===== src/emon_cfg.svh =====
// Command codes, field positions, reset values and sizes of the energy register bank
`ifndef EMON_CFG_SVH
`define EMON_CFG_SVH

// ----------------------------------------
// Command codes
// ----------------------------------------
`define EMON_CMD_SNAPSHOT 8'hDC
`define EMON_CMD_HYST_LOW 8'hF2
`define EMON_CMD_HYST_HIGH 8'hF3
`define EMON_CMD_HYST_STATUS 8'hF4
`define EMON_CMD_STARTUP_LIM 8'hF6

// ----------------------------------------
// Snapshot fields
// ----------------------------------------
`define EMON_SNAP_COUNT_HI 63
`define EMON_SNAP_COUNT_LO 40
`define EMON_SNAP_WRAP_HI 39
`define EMON_SNAP_WRAP_LO 24
`define EMON_SNAP_ENERGY_HI 23
`define EMON_SNAP_ENERGY_LO 0
`define EMON_ENERGY_MAX 24'h7FFFFF

// ----------------------------------------
// Status and start-up limit fields
// ----------------------------------------
`define EMON_STAT_BELOW_LOW 0
`define EMON_STAT_ABOVE_HIGH 1
`define EMON_STAT_LEVEL 2
`define EMON_STAT_OC_WARN 3
`define EMON_STARTUP_LIM_HI 3
`define EMON_WORD_HI 15
`define EMON_BYTE_HI 7

// ----------------------------------------
// Reset values and answer lengths
// ----------------------------------------
`define EMON_RST_HYST_LOW 16'h0000
`define EMON_RST_HYST_HIGH 16'hFFFF
`define EMON_RST_STARTUP_LIM 4'hF
`define EMON_NBYTES_SNAPSHOT 4'h8
`define EMON_NBYTES_WORD 4'h2
`define EMON_NBYTES_BYTE 4'h1
`define EMON_NBYTES_NONE 4'h0

`endif


===== src/emon_pkg.sv =====
// Types shared by the energy and hysteresis register bank
package emon_pkg;

   typedef struct packed {
      logic write;
      logic [7:0] code;
      logic [15:0] wdata;
   } emon_cmd_t;

   typedef struct packed {
      logic valid;
      logic err;
      logic [3:0] nbytes;
      logic [63:0] data;
   } emon_rsp_t;

endpackage


===== src/emon_hyst_cmp.sv =====
// Hysteretic comparator with registered threshold flags and output level
`timescale 1ns/1ns
module emon_hyst_cmp (
   input wire logic clk_sys_in,
   input wire logic rst_n_in,
   input wire logic [15:0] value_in,
   input wire logic [15:0] low_in,
   input wire logic [15:0] high_in,
   output logic above_out,
   output logic below_out,
   output logic level_out
);

   logic next_above;
   logic next_below;
   logic next_level;

   always_comb begin
      next_above = value_in > high_in;
      next_below = value_in < low_in;
      next_level = level_out;
      // Rising past the upper threshold wins if the thresholds are crossed
      if (next_above) begin
         next_level = 1'b1;
      end else if (next_below) begin
         next_level = 1'b0;
      end
   end

   always_ff @(posedge clk_sys_in) begin
      if (!rst_n_in) begin
         above_out <= 1'b0;
         below_out <= 1'b0;
         level_out <= 1'b0;
      end else begin
         above_out <= next_above;
         below_out <= next_below;
         level_out <= next_level;
      end
   end
endmodule


===== src/emon_regs.sv =====
// Energy snapshot, hysteresis thresholds and status, start-up current limit registers
`timescale 1ns/1ns
`include "emon_cfg.svh"

module emon_regs (
   input wire logic clk_sys_in,
   input wire logic rst_n_in,
   input wire logic cmd_valid_in,
   input wire emon_pkg::emon_cmd_t cmd_in,
   input wire logic sample_strobe_in,
   input wire logic [23:0] energy_value_in,
   input wire logic [15:0] compare_value_in,
   input wire logic oc_warn_in,
   output emon_pkg::emon_rsp_t rsp_out,
   output logic hyst_level_out,
   output logic [3:0] startup_limit_out,
   output logic oc_warn_out
);

   // ----------------------------------------
   // Energy counters
   // ----------------------------------------
   logic [23:0] sample_count;
   logic [15:0] energy_wrap_counter;
   logic [23:0] energy_accumulator_value;
   logic [23:0] next_sample_count;
   logic [15:0] next_energy_wrap_counter;
   logic [23:0] next_energy_accumulator_value;
   logic energy_wrapped;

   // A drop in the accumulator between two samples can only be a wrap
   // past the top of its range, since it never counts down.
   assign energy_wrapped = sample_strobe_in
      && ((energy_value_in & `EMON_ENERGY_MAX) < energy_accumulator_value);

   always_comb begin
      next_sample_count = sample_count;
      next_energy_wrap_counter = energy_wrap_counter;
      next_energy_accumulator_value = energy_accumulator_value;
      if (sample_strobe_in) begin
         next_sample_count = sample_count + 24'h000001;
         next_energy_accumulator_value = energy_value_in & `EMON_ENERGY_MAX;
      end
      if (energy_wrapped) begin
         next_energy_wrap_counter = energy_wrap_counter + 16'h0001;
      end
   end

   always_ff @(posedge clk_sys_in) begin
      if (!rst_n_in) begin
         sample_count <= 24'h000000;
         energy_wrap_counter <= 16'h0000;
         energy_accumulator_value <= 24'h000000;
      end else begin
         sample_count <= next_sample_count;
         energy_wrap_counter <= next_energy_wrap_counter;
         energy_accumulator_value <= next_energy_accumulator_value;
      end
   end

   // ----------------------------------------
   // Hysteresis comparison
   // ----------------------------------------
   logic [15:0] hyst_low;
   logic [15:0] hyst_high;
   logic above_upper_threshold_flag;
   logic below_lower_threshold_flag;
   logic hysteretic_output_level;

   emon_hyst_cmp u_hyst_cmp (
      .clk_sys_in(clk_sys_in),
      .rst_n_in(rst_n_in),
      .value_in(compare_value_in),
      .low_in(hyst_low),
      .high_in(hyst_high),
      .above_out(above_upper_threshold_flag),
      .below_out(below_lower_threshold_flag),
      .level_out(hysteretic_output_level)
   );

   // Comes straight from the comparator flop, ready for GPO routing
   assign hyst_level_out = hysteretic_output_level;

   // ----------------------------------------
   // Writable registers and the registered overcurrent warning flag
   // ----------------------------------------
   logic [3:0] startup_current_limit_field;
   logic output_overcurrent_warning_flag;
   logic [15:0] next_hyst_low;
   logic [15:0] next_hyst_high;
   logic [3:0] next_startup_limit;
   logic wr_req;

   assign wr_req = cmd_valid_in && cmd_in.write;

   always_comb begin
      next_hyst_low = hyst_low;
      next_hyst_high = hyst_high;
      next_startup_limit = startup_current_limit_field;
      if (wr_req) begin
         case (cmd_in.code)
            `EMON_CMD_HYST_LOW: begin
               next_hyst_low = cmd_in.wdata;
            end
            `EMON_CMD_HYST_HIGH: begin
               next_hyst_high = cmd_in.wdata;
            end
            `EMON_CMD_STARTUP_LIM: begin
               // Upper bits are dropped: they do not exist
               next_startup_limit = cmd_in.wdata[`EMON_STARTUP_LIM_HI:0];
            end
            default: begin
            end
         endcase
      end
   end

   always_ff @(posedge clk_sys_in) begin
      if (!rst_n_in) begin
         hyst_low <= `EMON_RST_HYST_LOW;
         hyst_high <= `EMON_RST_HYST_HIGH;
         startup_current_limit_field <= `EMON_RST_STARTUP_LIM;
         output_overcurrent_warning_flag <= 1'b0;
      end else begin
         hyst_low <= next_hyst_low;
         hyst_high <= next_hyst_high;
         startup_current_limit_field <= next_startup_limit;
         output_overcurrent_warning_flag <= oc_warn_in;
      end
   end

   assign startup_limit_out = startup_current_limit_field;
   assign oc_warn_out = output_overcurrent_warning_flag;

   // ----------------------------------------
   // Read answers
   // ----------------------------------------
   emon_pkg::emon_rsp_t next_rsp;
   logic [7:0] status_byte;

   always_comb begin
      status_byte = 8'h00;
      status_byte[`EMON_STAT_BELOW_LOW] = below_lower_threshold_flag;
      status_byte[`EMON_STAT_ABOVE_HIGH] = above_upper_threshold_flag;
      status_byte[`EMON_STAT_LEVEL] = hysteretic_output_level;
      status_byte[`EMON_STAT_OC_WARN] = output_overcurrent_warning_flag;
   end

   always_comb begin
      next_rsp = '0;
      next_rsp.valid = cmd_valid_in;
      if (cmd_valid_in) begin
         case (cmd_in.code)
            `EMON_CMD_SNAPSHOT: begin
               // Every field is taken from the same cycle, so a sample landing
               // mid-transfer cannot tear the word apart.
               next_rsp.err = cmd_in.write;
               next_rsp.nbytes = `EMON_NBYTES_SNAPSHOT;
               next_rsp.data[`EMON_SNAP_COUNT_HI:`EMON_SNAP_COUNT_LO] = sample_count;
               next_rsp.data[`EMON_SNAP_WRAP_HI:`EMON_SNAP_WRAP_LO] = energy_wrap_counter;
               next_rsp.data[`EMON_SNAP_ENERGY_HI:`EMON_SNAP_ENERGY_LO] =
                  energy_accumulator_value;
            end
            `EMON_CMD_HYST_LOW: begin
               next_rsp.nbytes = `EMON_NBYTES_WORD;
               next_rsp.data[`EMON_WORD_HI:0] = hyst_low;
            end
            `EMON_CMD_HYST_HIGH: begin
               next_rsp.nbytes = `EMON_NBYTES_WORD;
               next_rsp.data[`EMON_WORD_HI:0] = hyst_high;
            end
            `EMON_CMD_HYST_STATUS: begin
               next_rsp.err = cmd_in.write;
               next_rsp.nbytes = `EMON_NBYTES_BYTE;
               next_rsp.data[`EMON_BYTE_HI:0] = status_byte;
            end
            `EMON_CMD_STARTUP_LIM: begin
               next_rsp.nbytes = `EMON_NBYTES_WORD;
               next_rsp.data[`EMON_STARTUP_LIM_HI:0] = startup_current_limit_field;
            end
            default: begin
               next_rsp.err = 1'b1;
            end
         endcase
         // A write returns only its acknowledge, never data
         if (cmd_in.write) begin
            next_rsp.data = '0;
            next_rsp.nbytes = `EMON_NBYTES_NONE;
         end
      end
   end

   always_ff @(posedge clk_sys_in) begin
      if (!rst_n_in) begin
         rsp_out <= '0;
      end else begin
         rsp_out <= next_rsp;
      end
   end
endmodule


===== config.mk =====
export PLATFORM = sky130hd
export DESIGN_NAME = emon_regs
export DESIGN_NICKNAME = d
export VERILOG_FILES = /design/src/emon_pkg.sv /design/src/emon_hyst_cmp.sv /design/src/emon_regs.sv
export VERILOG_INCLUDE_DIRS = /design/src
export SDC_FILE = /design/constraint.sdc
export NUM_CORES = 1
export LEC_CHECK = 0
export BUFFER_PORTS_ARGS = -buffer_cell sky130_fd_sc_hd__clkbuf_2
export CAP_MARGIN = 20
export CORE_MARGIN = 3
export CORE_UTILIZATION = 45
export DETAILED_ROUTE_END_ITERATION = 8
export GPL_TIMING_DRIVEN = 0
export PLACE_DENSITY = 0.67
export SLEW_MARGIN = 5
export SYNTH_ARGS = -nofsm -noshare
export SYNTH_HDL_FRONTEND = slang
export SYNTH_SLANG_ARGS = --single-unit

===== constraint.sdc =====
create_clock -name clk_sys_in -period 2.8 [get_ports clk_sys_in]
set_input_delay 0.84 -clock clk_sys_in [delete_from_list [all_inputs] [get_ports clk_sys_in]]
set_output_delay 0.84 -clock clk_sys_in [all_outputs]
set_load 0.01 [all_outputs]

# Yosys cells after proc, flatten, opt, wreduce, memory -nomap -nowiden
# Cells that the tools add are included.
dict set report word_totals {
  reg_bits 172
  output_inout_bits 76
  word_cells 46
}
dict set report classes {
  n_addsub 2
  n_lt_le_gt_ge 3
  n_eq_ne 5
  muxes 7
  n_bitwise 3
  n_reduce_logical 11
}
# op count
set op_table {}
lappend op_table {{== test 8 bit (second input constant)} 5}
lappend op_table {{adder 24 x 1 -> 24 bit (second input constant)} 1}
lappend op_table {{case mux 4 bit (3 select lines)} 2}
lappend op_table {{case mux 8 bit (3 select lines)} 1}
lappend op_table {{less-than comparator 23 bit} 1}
lappend op_table {{case mux 4 bit (5 select lines)} 1}
lappend op_table {{adder 16 x 1 -> 16 bit (second input constant)} 1}
lappend op_table {{greater-than comparator 16 bit} 1}
lappend op_table {{less-than comparator 16 bit} 1}
lappend op_table {{AND reduction 2 bit} 4}
lappend op_table {{OR reduction 3 bit} 2}
lappend op_table {{OR reduction 4 bit} 1}
lappend op_table {{NOT 1 bit} 3}
lappend op_table {{logical AND 1 bit} 2}
lappend op_table {{2-to-1 mux 1 bit} 2}
lappend op_table {{case mux 1 bit (2 select lines)} 1}
lappend op_table {{nonzero test 2 bit} 1}
lappend op_table {{OR reduction 2 bit} 1}

# Logic depth before layout (Yosys ltp)
# Gate-level depths: netlist of the first run.
dict set report logic_depth {
  ltp_word 3
  ltp_mapped 10
  ltp_nobuf 8
}

# Cells and area by module
# Synthesis of the first run repeated with hierarchy kept, for this count alone.
dict set report unflattened {
  hier_cells 827
  hier_area_um2 7527.2
}
# mod n_inst cells_each area_per_inst_um2 seq_area_each_um2
set by_module_without_submodules {}
lappend by_module_without_submodules {emon_regs 1 713 6673.9 3363.2}
lappend by_module_without_submodules {emon_hyst_cmp 1 114 853.3 60.1}

# Worst setup path after synthesis of the first run
# Ideal clock, no wire load.
dict set report synth_timing {
  path_type {input-to-reg}
  startpoint {input energy_value_in[5]}
  endpoint {register energy_wrap_counter[10]}
  arrival_time_ns 2.470
  t_required_ns 2.730
  slack_ns 0.259
  cell_stages 8
  cell_sequence {ha_1 > a211oi_1 > nand2_1 > a41oi_2 > nor2_1 > buf_2 > or4_1 > a21oi_1}
}
dict set report synth_via {
  elab_chain_len 2
}
# item line
set synth_lines {}
lappend synth_lines {{start: declaration} emon_regs.sv:11} ;# input wire logic [23:0] energy_value_in,
lappend synth_lines {{less-than comparator 23 bit} emon_regs.sv:34} ;# && ((energy_value_in & `EMON_ENERGY_MAX) < energy_accumulator_value);
lappend synth_lines {{logical AND 1 bit} emon_regs.sv:33} ;# assign energy_wrapped = sample_strobe_in
lappend synth_lines {{end signal: assignment} emon_regs.sv:56} ;# energy_wrap_counter <= next_energy_wrap_counter;
lappend synth_lines {{end: declaration} emon_regs.sv:24} ;# logic [15:0] energy_wrap_counter;
# No other way between the ends.
# A chain may end at the register's enable or synchronous reset.

# Worst setup path after layout of the first run
dict set report layout_timing {
  startpoint {input energy_value_in[21]}
  endpoint {register energy_wrap_counter[1]}
}
# The elaborated chain is that of the path after synthesis.

==> out/qor.yml, run 1 <==
clk_latency_ps: 430
yosys-top-cells-area: "dfxtp_1, ha_1, mux2i_1"
p_per_area_nw_per_um2: 605
clk_path_buf_depth: 2
overflow: 0
crit_type: "in2reg"
seq_power_share_pct: 45.1
hold_path_class: "reg2reg"
finalMaxSlewViolations: 0
post_cts_resized: 0
dieHeight_um: 135
placed_cell_area_um2: 8430
synth.largest_area_cell: "dfxtp_1"
areaGrowthSynthToFinish_pct: 22.4
critPathMaxFanout: 10
power_mw: 5.51
setup_viol: 0
internal-power_mw: 4.29
worst_slack_ps: 231
fillCellCount: 1455
dieArea_um2: 18100
status: "finished, final reports clean"
cts_max_level: 4
cp-startpoint: "energy_value_in[21]"
fin_util_pct: 56.7
rsz0062_at_grt: "no"
ios: 146
nNetsFinal: 1074
regToRegSetupSlack_ps: 350
initial_core_util_pct: 46.3
synth_edf_count: 0
worst_ep_arrival_time_ps: 2920
cts_tree: "yes"
avgViaCountPerCell: 5.10
combPwrFrac_pct: 5.8
yosys.area.top_type_share_pct: 46.0
hold_buffers: 0
gp_congestion: 0.890
via_count: 6008
synthArstFlopShare_pct: 0
dp_worst_setup_slack_ps: -218
postSynthCellCount: 787
drc_errors: 0
antenna_cells: 0
crit_end: "energy_wrap_counter[1]"
hold_viol_final: 0
ys_seq_elements: 171
die_w_um: 135
r2r_end: "energy_wrap_counter[1]"
maxSlewHeadroom_pct: 47.3
pwr-share-clk_pct: 49.1
avgSynthCellArea_um2: 9.45
hpwl_mm: 13.8
worst_pin_slew_ps: 790
io_buffers: 142
cts.sinks: 171
total_leakage_power_nw: 3.94
clock_skew_ps: 7.91
synth.yosys.seq_area_share_pct: 46.0
grt_start_max_net_pins: 17
vdd_drop_max_mv: 0.409
synth.distinct_cells: 55
first_global_vias: 5743
clock.fmax_ghz: 0.389
drive_gt1_share_pct: 20.9
worstSetupEndpointType: "register"
finalWirelength_mm: 18.1
cp.required_ps: 3150
reg2reg_from: "energy_accumulator_value[22]"
core-area_um2: 16100
swShare_pct: 22.2
ant_nets: 0
fin_crit_sh_pct: 91.7
grt_usage_pct: 20.4
num_rows: 46
yosys_warnings: 0
grt_pass1_wl_mm: 29.1
final_area_um2: 9110
antenna_found_initial: 0
min_period_ps: 2570
post_cts_buffers: 0
worst_r2r_path_depth: 10
synthesis.area_um2: 7440
cts_buffers: 17
wire_per_inst_um: 15.4
cts-root-buf: "clkbuf_16"
drt_iter0_drc: 347
p_switching_mw: 1.22
drt-pass1-iter-count: 5
startpoint_type: "primary input"
yosys_most_used_dff: "dfxtp_1"
path_clk_slew_ps: 70
maxCapViolCount: 0
==> cell usage in the layout, fill, tap and decap left out, drive strengths merged, types with 3 or more instances in the layout <==
cell and instances:
a2111oi 3, and4 3, inv 66, a22oi 4
bufinv 6, nor2 85, buf 23, o31ai 8
nand2 47, or3 7, and2 53, mux2i 45
xor2 13, nor3 9, nor2b 5, o211ai 19
nand4 13, dfxtp 171, nand3 15, o21ai 20
a21o 5, a21oi 39, or4 9, xnor2 7
nand2b 7, ha 55, a222oi 16, and3 9
clkbuf 175
==> sequential cells by signal, indices dropped and copies added (netlist names) <==
name	flops
oc_warn_out	1
hyst_high	16
startup_limit_out	4
u_hyst_cmp.below_out	1
energy_wrap_counter	16
hyst_low	16
u_hyst_cmp.level_out	1
rsp_out	68
sample_count	24
u_hyst_cmp.above_out	1
energy_accumulator_value	23
==> worst max-delay path: stages <==
cell	delay, ps
clkbuf_2	110
ha_1	340
nand4_1	130
nor3_2	290
o2111ai_1	290
nor2_1	180
buf_2	230
buf_2	260
o21ai_0	110
a21oi_1	150
==> area by class of cell <==
class                      instances  area, um2  area share [%]
buffer                            39        193            2.12
tap                              216        270            2.97
multi-input combinational        519       3610            39.7
inverter                          59        221            2.43
timing repair buffer             142        711            7.80
sequential                       171       3420            37.6
clock inverter                    14        254            2.79
clock buffer                      17        425            4.67
==> synthesized netlist by cell type, types with 16 or more instances <==
master	n
a21oi_1	39
a222oi_1	16
and2_1	52
clkbuf_1	16
dfxtp_1	171
ha_1	55
inv_1	59
mux2i_1	45
nand2_1	47
nor2_1	84
o211ai_1	19
o21ai_0	18
==> how the worst min path moves through the flow <==
stage,startpoint,end,slack (ps),cells after the start
2_1_floorplan,energy_wrap_counter[15],rsp_out[39],440,1
3_3_place_gp,sample_count[23],rsp_out[63],470,1
3_5_place_dp,sample_count[23],rsp_out[63],480,1
4_1_cts,sample_count[23],rsp_out[63],490,1
5_1_grt,sample_count[23],rsp_out[63],510,1
6_report,sample_count[23],rsp_out[63],490,1
==> routing by layer <==
metal  track usage [%]  vias to the layer above  wire length, um
met5                 0                        -                0
met4              6.79                        0              320
met3              4.21                       27              898
met2              34.3                      163             8520
met1              26.5                     2743             8360
li1                  -                     3075                -
==> kinds of logic after synthesis <==
kind of cell | share of synthesized area [%]
flops | 46.0
other cells | 0.0504
xor+xnor | 2.35
fa+ha+maj | 9.25
compound gates | 11.9
simple gates | 18.8
buf+inv | 5.57
mux | 6.05
==> power by group through the flow <==
stage | Clock (mW) | Combinational (mW) | Sequential, mW
after floorplan | 0 | 0.186 | 2.53
after global placement | 0 | 0.315 | 2.54
after detailed placement | 0 | 0.319 | 2.54
after CTS | 2.75 | 0.322 | 2.48
after global routing | 2.86 | 0.369 | 2.49
final | 2.71 | 0.322 | 2.48
==> stage by stage <==
stage,setup TNS [ps],hold slack (ps),cells
global placement,-2020,467,1146
finish,0,492,1177
CTS,0,490,1177
floorplan,0,444,788
global route,0,506,1177
detailed placement,-2550,476,1146
No activity file was read; power rests on OpenSTA's default activity.
==> run 2: changes to the inputs <==
--- a/config.mk
+++ b/config.mk
@@ -8,7 +8,7 @@
 export LEC_CHECK = 0
 export BUFFER_PORTS_ARGS = -buffer_cell sky130_fd_sc_hd__clkbuf_2
 export CAP_MARGIN = 20
-export CORE_MARGIN = 3
+export CORE_ASPECT_RATIO = 0.6
 export CORE_UTILIZATION = 45
 export DETAILED_ROUTE_END_ITERATION = 8
 export GPL_TIMING_DRIVEN = 0
==> run 2 against run 1 <==
Non-clock buffer count is the same. Register-to-register slack gained 50 ps. Fmax grew 2.5%. Sequential share of layout area grew 0.42 points. Via count grew 1.1%. Routed wire length grew 3.1%. Total power shrank 6.9%. Combinational power grew 1%. Setup slack gained 61 ps. Clock power shrank 14%. Highest routed layer unchanged.
==> out/qor.yml, run 2 (synthesis results as in run 1) <==
grt_usage_pct: 22.3  # was 20.4%
maxSlewHeadroom_pct: 47.9  # was 47.3%
antenna_found_initial: 0  # unchanged
dieHeight_um: 102  # was 135 um
drive_gt1_share_pct: 21.0  # was 20.9%
fin_crit_sh_pct: 89.5  # was 91.7%
worstHoldPathCells: 1  # unchanged
avgViaCountPerCell: 5.21  # was 5.10
hold_start: "energy_accumulator_value[22]"  # was sample_count[23]
whs_ps: 490  # was 492 ps
ios: 146  # unchanged
hpwl_mm: 14.3  # was 13.8 mm
rsz0062_at_grt: "no"  # unchanged
areaGrowthSynthToFinish_pct: 21.1  # was 22.4%
largest_register: "rsp_out"  # unchanged
worst_pin_slew_ps: 781  # was 790 ps
hold_end: "rsp_out[22]"  # was rsp_out[63]
first_global_vias: 5464  # was 5,743
overflow: 0  # unchanged
antenna_cells: 0  # unchanged
fillCellCount: 1465  # was 1,455
r2r_end: "energy_wrap_counter[13]"  # was energy_wrap_counter[1]
post_cts_buffers: 0  # unchanged
status: "finished, final reports clean"  # unchanged
dp_worst_setup_slack_ps: -221  # was -218 ps
drt-pass1-iter-count: 5  # unchanged
reg.largest.list: "rsp_out x68, sample_count x24, energy_accumulator_value x23"  # unchanged
drc_errors: 0  # unchanged
gp_congestion: 0.834  # was 0.890
ant_nets: 0  # unchanged
initial_core_util_pct: 47.2  # was 46.3%
cp-startpoint: "energy_value_in[21]"  # unchanged
hold_viol_final: 0  # unchanged
crit_type: "in2reg"  # unchanged
clk_path_buf_depth: 2  # unchanged
path_clk_slew_ps: 70  # about the same
largest_register_ffs: 68  # unchanged
die_w_um: 168  # was 135 um
min_period_ps: 2510  # was 2570 ps
startpoint_type: "primary input"  # unchanged
instances_no_fill: 1165  # was 1,177
p_per_area_nw_per_um2: 570  # was 605 nW/um2
worstSetupEndpointType: "register"  # unchanged
finalWirelength_mm: 18.7  # was 18.1 mm
cts-root-buf: "clkbuf_16"  # unchanged
maxCapViolCount: 0  # unchanged
vdd_drop_max_mv: 0.342  # was 0.409 mV
reg2reg_from: "energy_accumulator_value[10]"  # was energy_accumulator_value[22]
cts.sinks: 171  # unchanged
dieArea_um2: 17100  # was 18,100 um2
cts_buffers: 17  # unchanged
clk_latency_ps: 420  # was 430 ps
worst_ep_arrival_time_ps: 2860  # was 2920 ps
grt_start_max_net_pins: 20  # was 17
fin_util_pct: 57.2  # was 56.7%
post_cts_resized: 0  # unchanged
finalMaxSlewViolations: 0  # unchanged
worst_slack_ps: 293  # was 231 ps
layout.cells.most_common: "dfxtp_1"  # unchanged
setup_viol: 0  # unchanged
critPathMaxFanout: 10  # unchanged
cts_tree: "yes"  # unchanged
hold_path_class: "reg2reg"  # unchanged
regToRegSetupSlack_ps: 400  # was 350 ps
via_count: 6072  # was 6,008
clock_skew_ps: 15.5  # was 7.91 ps
fin_tns_setup_ps: 0  # unchanged
cts_max_level: 4  # unchanged
wire_per_inst_um: 16.0  # was 15.4 um
clock.fmax_ghz: 0.399  # was 0.389 GHz
hold_buffers: 0  # unchanged
io_buffers: 142  # unchanged
total_leakage_power_nw: 3.90  # was 3.94 nW
cp.required_ps: 3150  # about the same
worst_r2r_path_depth: 9  # was 10
placedCellCount: 1133  # was 1,146
nNetsFinal: 1074  # unchanged
drt_iter0_drc: 443  # was 347
layout_common_cells: "dfxtp_1, clkbuf_2, nor2_1"  # unchanged
grt_pass1_wl_mm: 29.0  # was 29.1 mm
core-area_um2: 15800  # was 16,100 um2
num_rows: 35  # was 46
==> run 2: cell type report <==
class / instances / area (um2) / share of cell area (%)
clock buffer: 17 / 425 / 4.72
clock inverter: 15 / 170 / 1.89
timing repair buffer: 142 / 711 / 7.89
inverter: 59 / 221 / 2.46
sequential: 171 / 3420 / 38.0
tap: 203 / 254 / 2.82
multi-input combinational: 519 / 3610 / 40.1
buffer: 39 / 193 / 2.14
==> run 2: where the power goes <==
group / switching [mW] / leakage, nW / total [mW] / internal [mW]
sequential: 0.0262 / 1.38 / 2.49 / 2.46
combinational: 0.192 / 2.22 / 0.326 / 0.134
clock: 1.12 / 0.291 / 2.32 / 1.20
total: 1.34 / 3.90 / 5.13 / 3.79
==> run 2: metrics by stage <==
step	total power [mW]	instance area (um2)
floorplan	2.72	7440
global placement	2.86	8410
detailed placement	2.86	8410
CTS	5.16	9000
global route	5.31	9010
finish	5.13	9010
==> run 2: worst max path at each step <==
stage	end	slack, ps	cells past startpoint
after floorplan	energy_wrap_counter[10]	260	8
after detailed placement	energy_wrap_counter[12]	-220	10
after global placement	energy_wrap_counter[1]	-230	10
final	energy_wrap_counter[15]	290	10
after global routing	energy_wrap_counter[11]	90	10
after CTS	energy_wrap_counter[10]	220	10
==> run 2: per-layer routing <==
| metal | up-vias | GRT usage [%] | routed length (um) |
|---|---|---|---|
| met1 | 2797 | 33.8 | 9890 |
| met5 | - | 0 | 0 |
| met2 | 181 | 31.6 | 7370 |
| met4 | 0 | 6.35 | 218 |
| met3 | 22 | 4.34 | 1190 |
| li1 | 3072 | - | - |
==> run 2: worst max-delay path, stage by stage <==
cell	delay, ps
clkbuf_2	100
ha_1	340
nand4_1	120
nor3_2	290
o2111ai_1	260
nor2_1	170
buf_2	230
buf_2	270
o31ai_1	100
a21oi_1	140
==> run 3: changes to the inputs <==
--- a/config.mk
+++ b/config.mk
@@ -12,7 +12,8 @@
 export CORE_UTILIZATION = 45
 export DETAILED_ROUTE_END_ITERATION = 8
 export GPL_TIMING_DRIVEN = 0
-export PLACE_DENSITY = 0.67
+export HOLD_SLACK_MARGIN = 0.05
+export PLACE_DENSITY_LB_ADDON = 0.08
 export SLEW_MARGIN = 5
 export SYNTH_ARGS = -nofsm -noshare
 export SYNTH_HDL_FRONTEND = slang
==> run 3 against run 2 <==
Routed wire length grew 6.5%. Non-clock buffer count is the same. Sequential power is essentially flat. Register-to-register slack lost 160 ps. Die area is the same. Combinational power grew 3%.
==> out/qor.yml, run 3 (synthesis results as in run 1) <==
num_rows: 35  # unchanged
nNetsFinal: 1074  # unchanged
hold_start: "energy_wrap_counter[15]"  # was energy_accumulator_value[22]
worst_path_largest_cell_delay_ps: 720  # was 340 ps
status: "finished, final reports clean"  # unchanged
crit_type: "in2reg"  # unchanged
seq_power_share_pct: 48.9  # was 48.4%
setup_viol: 0  # unchanged
dieHeight_um: 102  # unchanged
finalWirelength_mm: 19.9  # was 18.7 mm
grt_start_max_net_pins: 18  # was 20
p_switching_mw: 1.29  # was 1.34 mW
clk_latency_ps: 420  # about the same
largest_register_ffs: 68  # unchanged
crit_slowest_cell: "nor3b_2"  # was ha_1
r2r_end: "energy_wrap_counter[0]"  # was energy_wrap_counter[13]
worstPathCellList: "clkbuf_2, and2b_1, nand3_2, nor3b_2, clkbuf_1, a22oi_1, a21oi_1"  # was clkbuf_2, ha_1, nand4_1, nor3_2, o2111ai_1, nor2_1, buf_2, buf_2, o31ai_1, a21oi_1
worst_r2r_path_depth: 10  # was 9
largest_register: "rsp_out"  # unchanged
initial_core_util_pct: 47.2  # unchanged
antenna_found_initial: 0  # unchanged
worstSetupEndpointType: "register"  # unchanged
reg2reg_from: "energy_accumulator_value[21]"  # was energy_accumulator_value[10]
p_per_area_nw_per_um2: 566  # was 570 nW/um2
total_leakage_power_nw: 3.88  # was 3.90 nW
swShare_pct: 25.4  # was 26.1%
grt_usage_pct: 24.0  # was 22.3%
pwr-share-clk_pct: 44.5  # was 45.2%
hold_viol_final: 0  # unchanged
instances_no_fill: 1165  # unchanged
final_area_um2: 8980  # was 9010 um2
cp.required_ps: 3130  # was 3150 ps
worst_ep_arrival_time_ps: 3020  # was 2860 ps
cts.sinks: 171  # unchanged
placedCellCount: 1133  # unchanged
startpoint_type: "primary input"  # unchanged
io_buffers: 142  # unchanged
power_mw: 5.08  # was 5.13 mW
layout_common_cells: "dfxtp_1, clkbuf_2, nor2_1"  # unchanged
antenna_cells: 0  # unchanged
internal-power_mw: 3.79  # about the same
grt_pass1_wl_mm: 31.6  # was 29.0 mm
cts_tree: "yes"  # unchanged
ios: 146  # unchanged
hold_path_class: "reg2reg"  # unchanged
maxSlewHeadroom_pct: 44.5  # was 47.9%
areaGrowthSynthToFinish_pct: 20.7  # was 21.1%
cts_buffers: 17  # unchanged
hold_end: "energy_wrap_counter[15]"  # was rsp_out[22]
worstHoldPathCells: 2  # was 1
dieArea_um2: 17100  # unchanged
core-area_um2: 15800  # unchanged
layout.cells.most_common: "dfxtp_1"  # unchanged
min_period_ps: 2680  # was 2510 ps
crit_family: "simple AND/OR/NAND/NOR gates"  # was buffers and inverters
ant_nets: 0  # unchanged
combPwrFrac_pct: 6.6  # was 6.4%
worst_pin_slew_ps: 832  # was 781 ps
reg.largest.list: "rsp_out x68, sample_count x24, energy_accumulator_value x23"  # unchanged
wire_per_inst_um: 17.1  # was 16.0 um
drt-pass1-iter-count: 6  # was 5
vdd_drop_max_mv: 0.369  # was 0.342 mV
drive_gt1_share_pct: 21.0  # unchanged
cts-root-buf: "clkbuf_16"  # unchanged
avgViaCountPerCell: 5.33  # was 5.21
clock.fmax_ghz: 0.373  # was 0.399 GHz
regToRegSetupSlack_ps: 240  # was 400 ps
path_clk_slew_ps: 80  # was 70 ps
critPathMaxFanout: 10  # unchanged
cts_max_level: 4  # unchanged
placed_cell_area_um2: 8410  # unchanged
die_w_um: 168  # unchanged
first_global_vias: 6076  # was 5,464
drc_errors: 0  # unchanged
crit_buf_inv: 2  # was 3
hpwl_mm: 15.1  # was 14.3 mm
drt_iter0_drc: 494  # was 443
via_count: 6207  # was 6,072
finalMaxSlewViolations: 0  # unchanged
clock_skew_ps: 18.4  # was 15.5 ps
gp_congestion: 0.900  # was 0.834
maxCapViolCount: 0  # unchanged
overflow: 0  # unchanged
cp-startpoint: "cmd_in[19]"  # was energy_value_in[21]
clk_path_buf_depth: 2  # unchanged
fin_crit_sh_pct: 95.8  # was 89.5%
run 3: cell types whose count changed in the layout (fill, tap and decap cells not counted):
cell        before  now
clkinv_8         5    0
inv_8            2    4
inv_6            5    3
clkinvlp_4       0    3
clkinv_4         2    3
clkbuf_8         0    1
run 3: tightest hold or removal path: stages, from the launching register on:
cell and delay [ps]:
dfxtp_1 320, o31ai_1 60, a21oi_1 50
run 3: how the worst max path moves through the flow:
| stage | to | slack (ps) | cells after the start |
|---|---|---|---|
| after floorplan | energy_wrap_counter[10] | 260 | 8 |
| after global placement | energy_wrap_counter[9] | -220 | 10 |
| after detailed placement | energy_wrap_counter[0] | -310 | 10 |
| after CTS | energy_wrap_counter[0] | 120 | 10 |
| after global routing | energy_wrap_counter[0] | -8 | 10 |
| final | rsp_out[2] | 120 | 7 |
run 3: area by class of cell:
| cell class | instances | area (um2) |
|---|---|---|
| buffer | 39 | 193 |
| clock buffer | 18 | 439 |
| timing repair buffer | 142 | 711 |
| sequential | 171 | 3420 |
| multi-input combinational | 519 | 3610 |
| fill | 1443 | 6790 |
| clock inverter | 14 | 125 |
| inverter | 59 | 221 |
| tap | 203 | 254 |
run 3: what timing repair did:
item                       4_1_cts  5_1_grt
buffers inserted                 0        0
resized for setup                0        1
hold buffers                     0        0
setup endpoints to repair        0        2
run 3: through the flow:
stage	hold slack, ps	worst slack [ps]	utilization (%)	TNS (ps)
3_3_place_gp	468	-225	53.3	-3930
2_1_floorplan	444	259	-	0
3_5_place_dp	469	-306	53.3	-5530
6_report	478	117	57.0	0
5_1_grt	494	-7.77	57.0	-7.77
4_1_cts	481	120	56.9	0
run 3: power by group through the flow:
| stage | logic (mW) | registers [mW] | clock network [mW] |
|---|---|---|---|
| 3_3_place_gp | 0.316 | 2.54 | 0 |
| 4_1_cts | 0.332 | 2.48 | 2.31 |
| 5_1_grt | 0.376 | 2.49 | 2.42 |
| 2_1_floorplan | 0.186 | 2.53 | 0 |
| 6_report | 0.336 | 2.48 | 2.26 |
| 3_5_place_dp | 0.329 | 2.54 | 0 |
run 3: metal layers:
metal / vias up / GRT usage, % / routed length, um
li1: 3067 / - / -
met1: 2897 / 34.9 / 9800
met4: 0 / 5.93 / 99
met2: 231 / 36.3 / 8550
met3: 12 / 5.12 / 1430
met5: - / 0 / 0
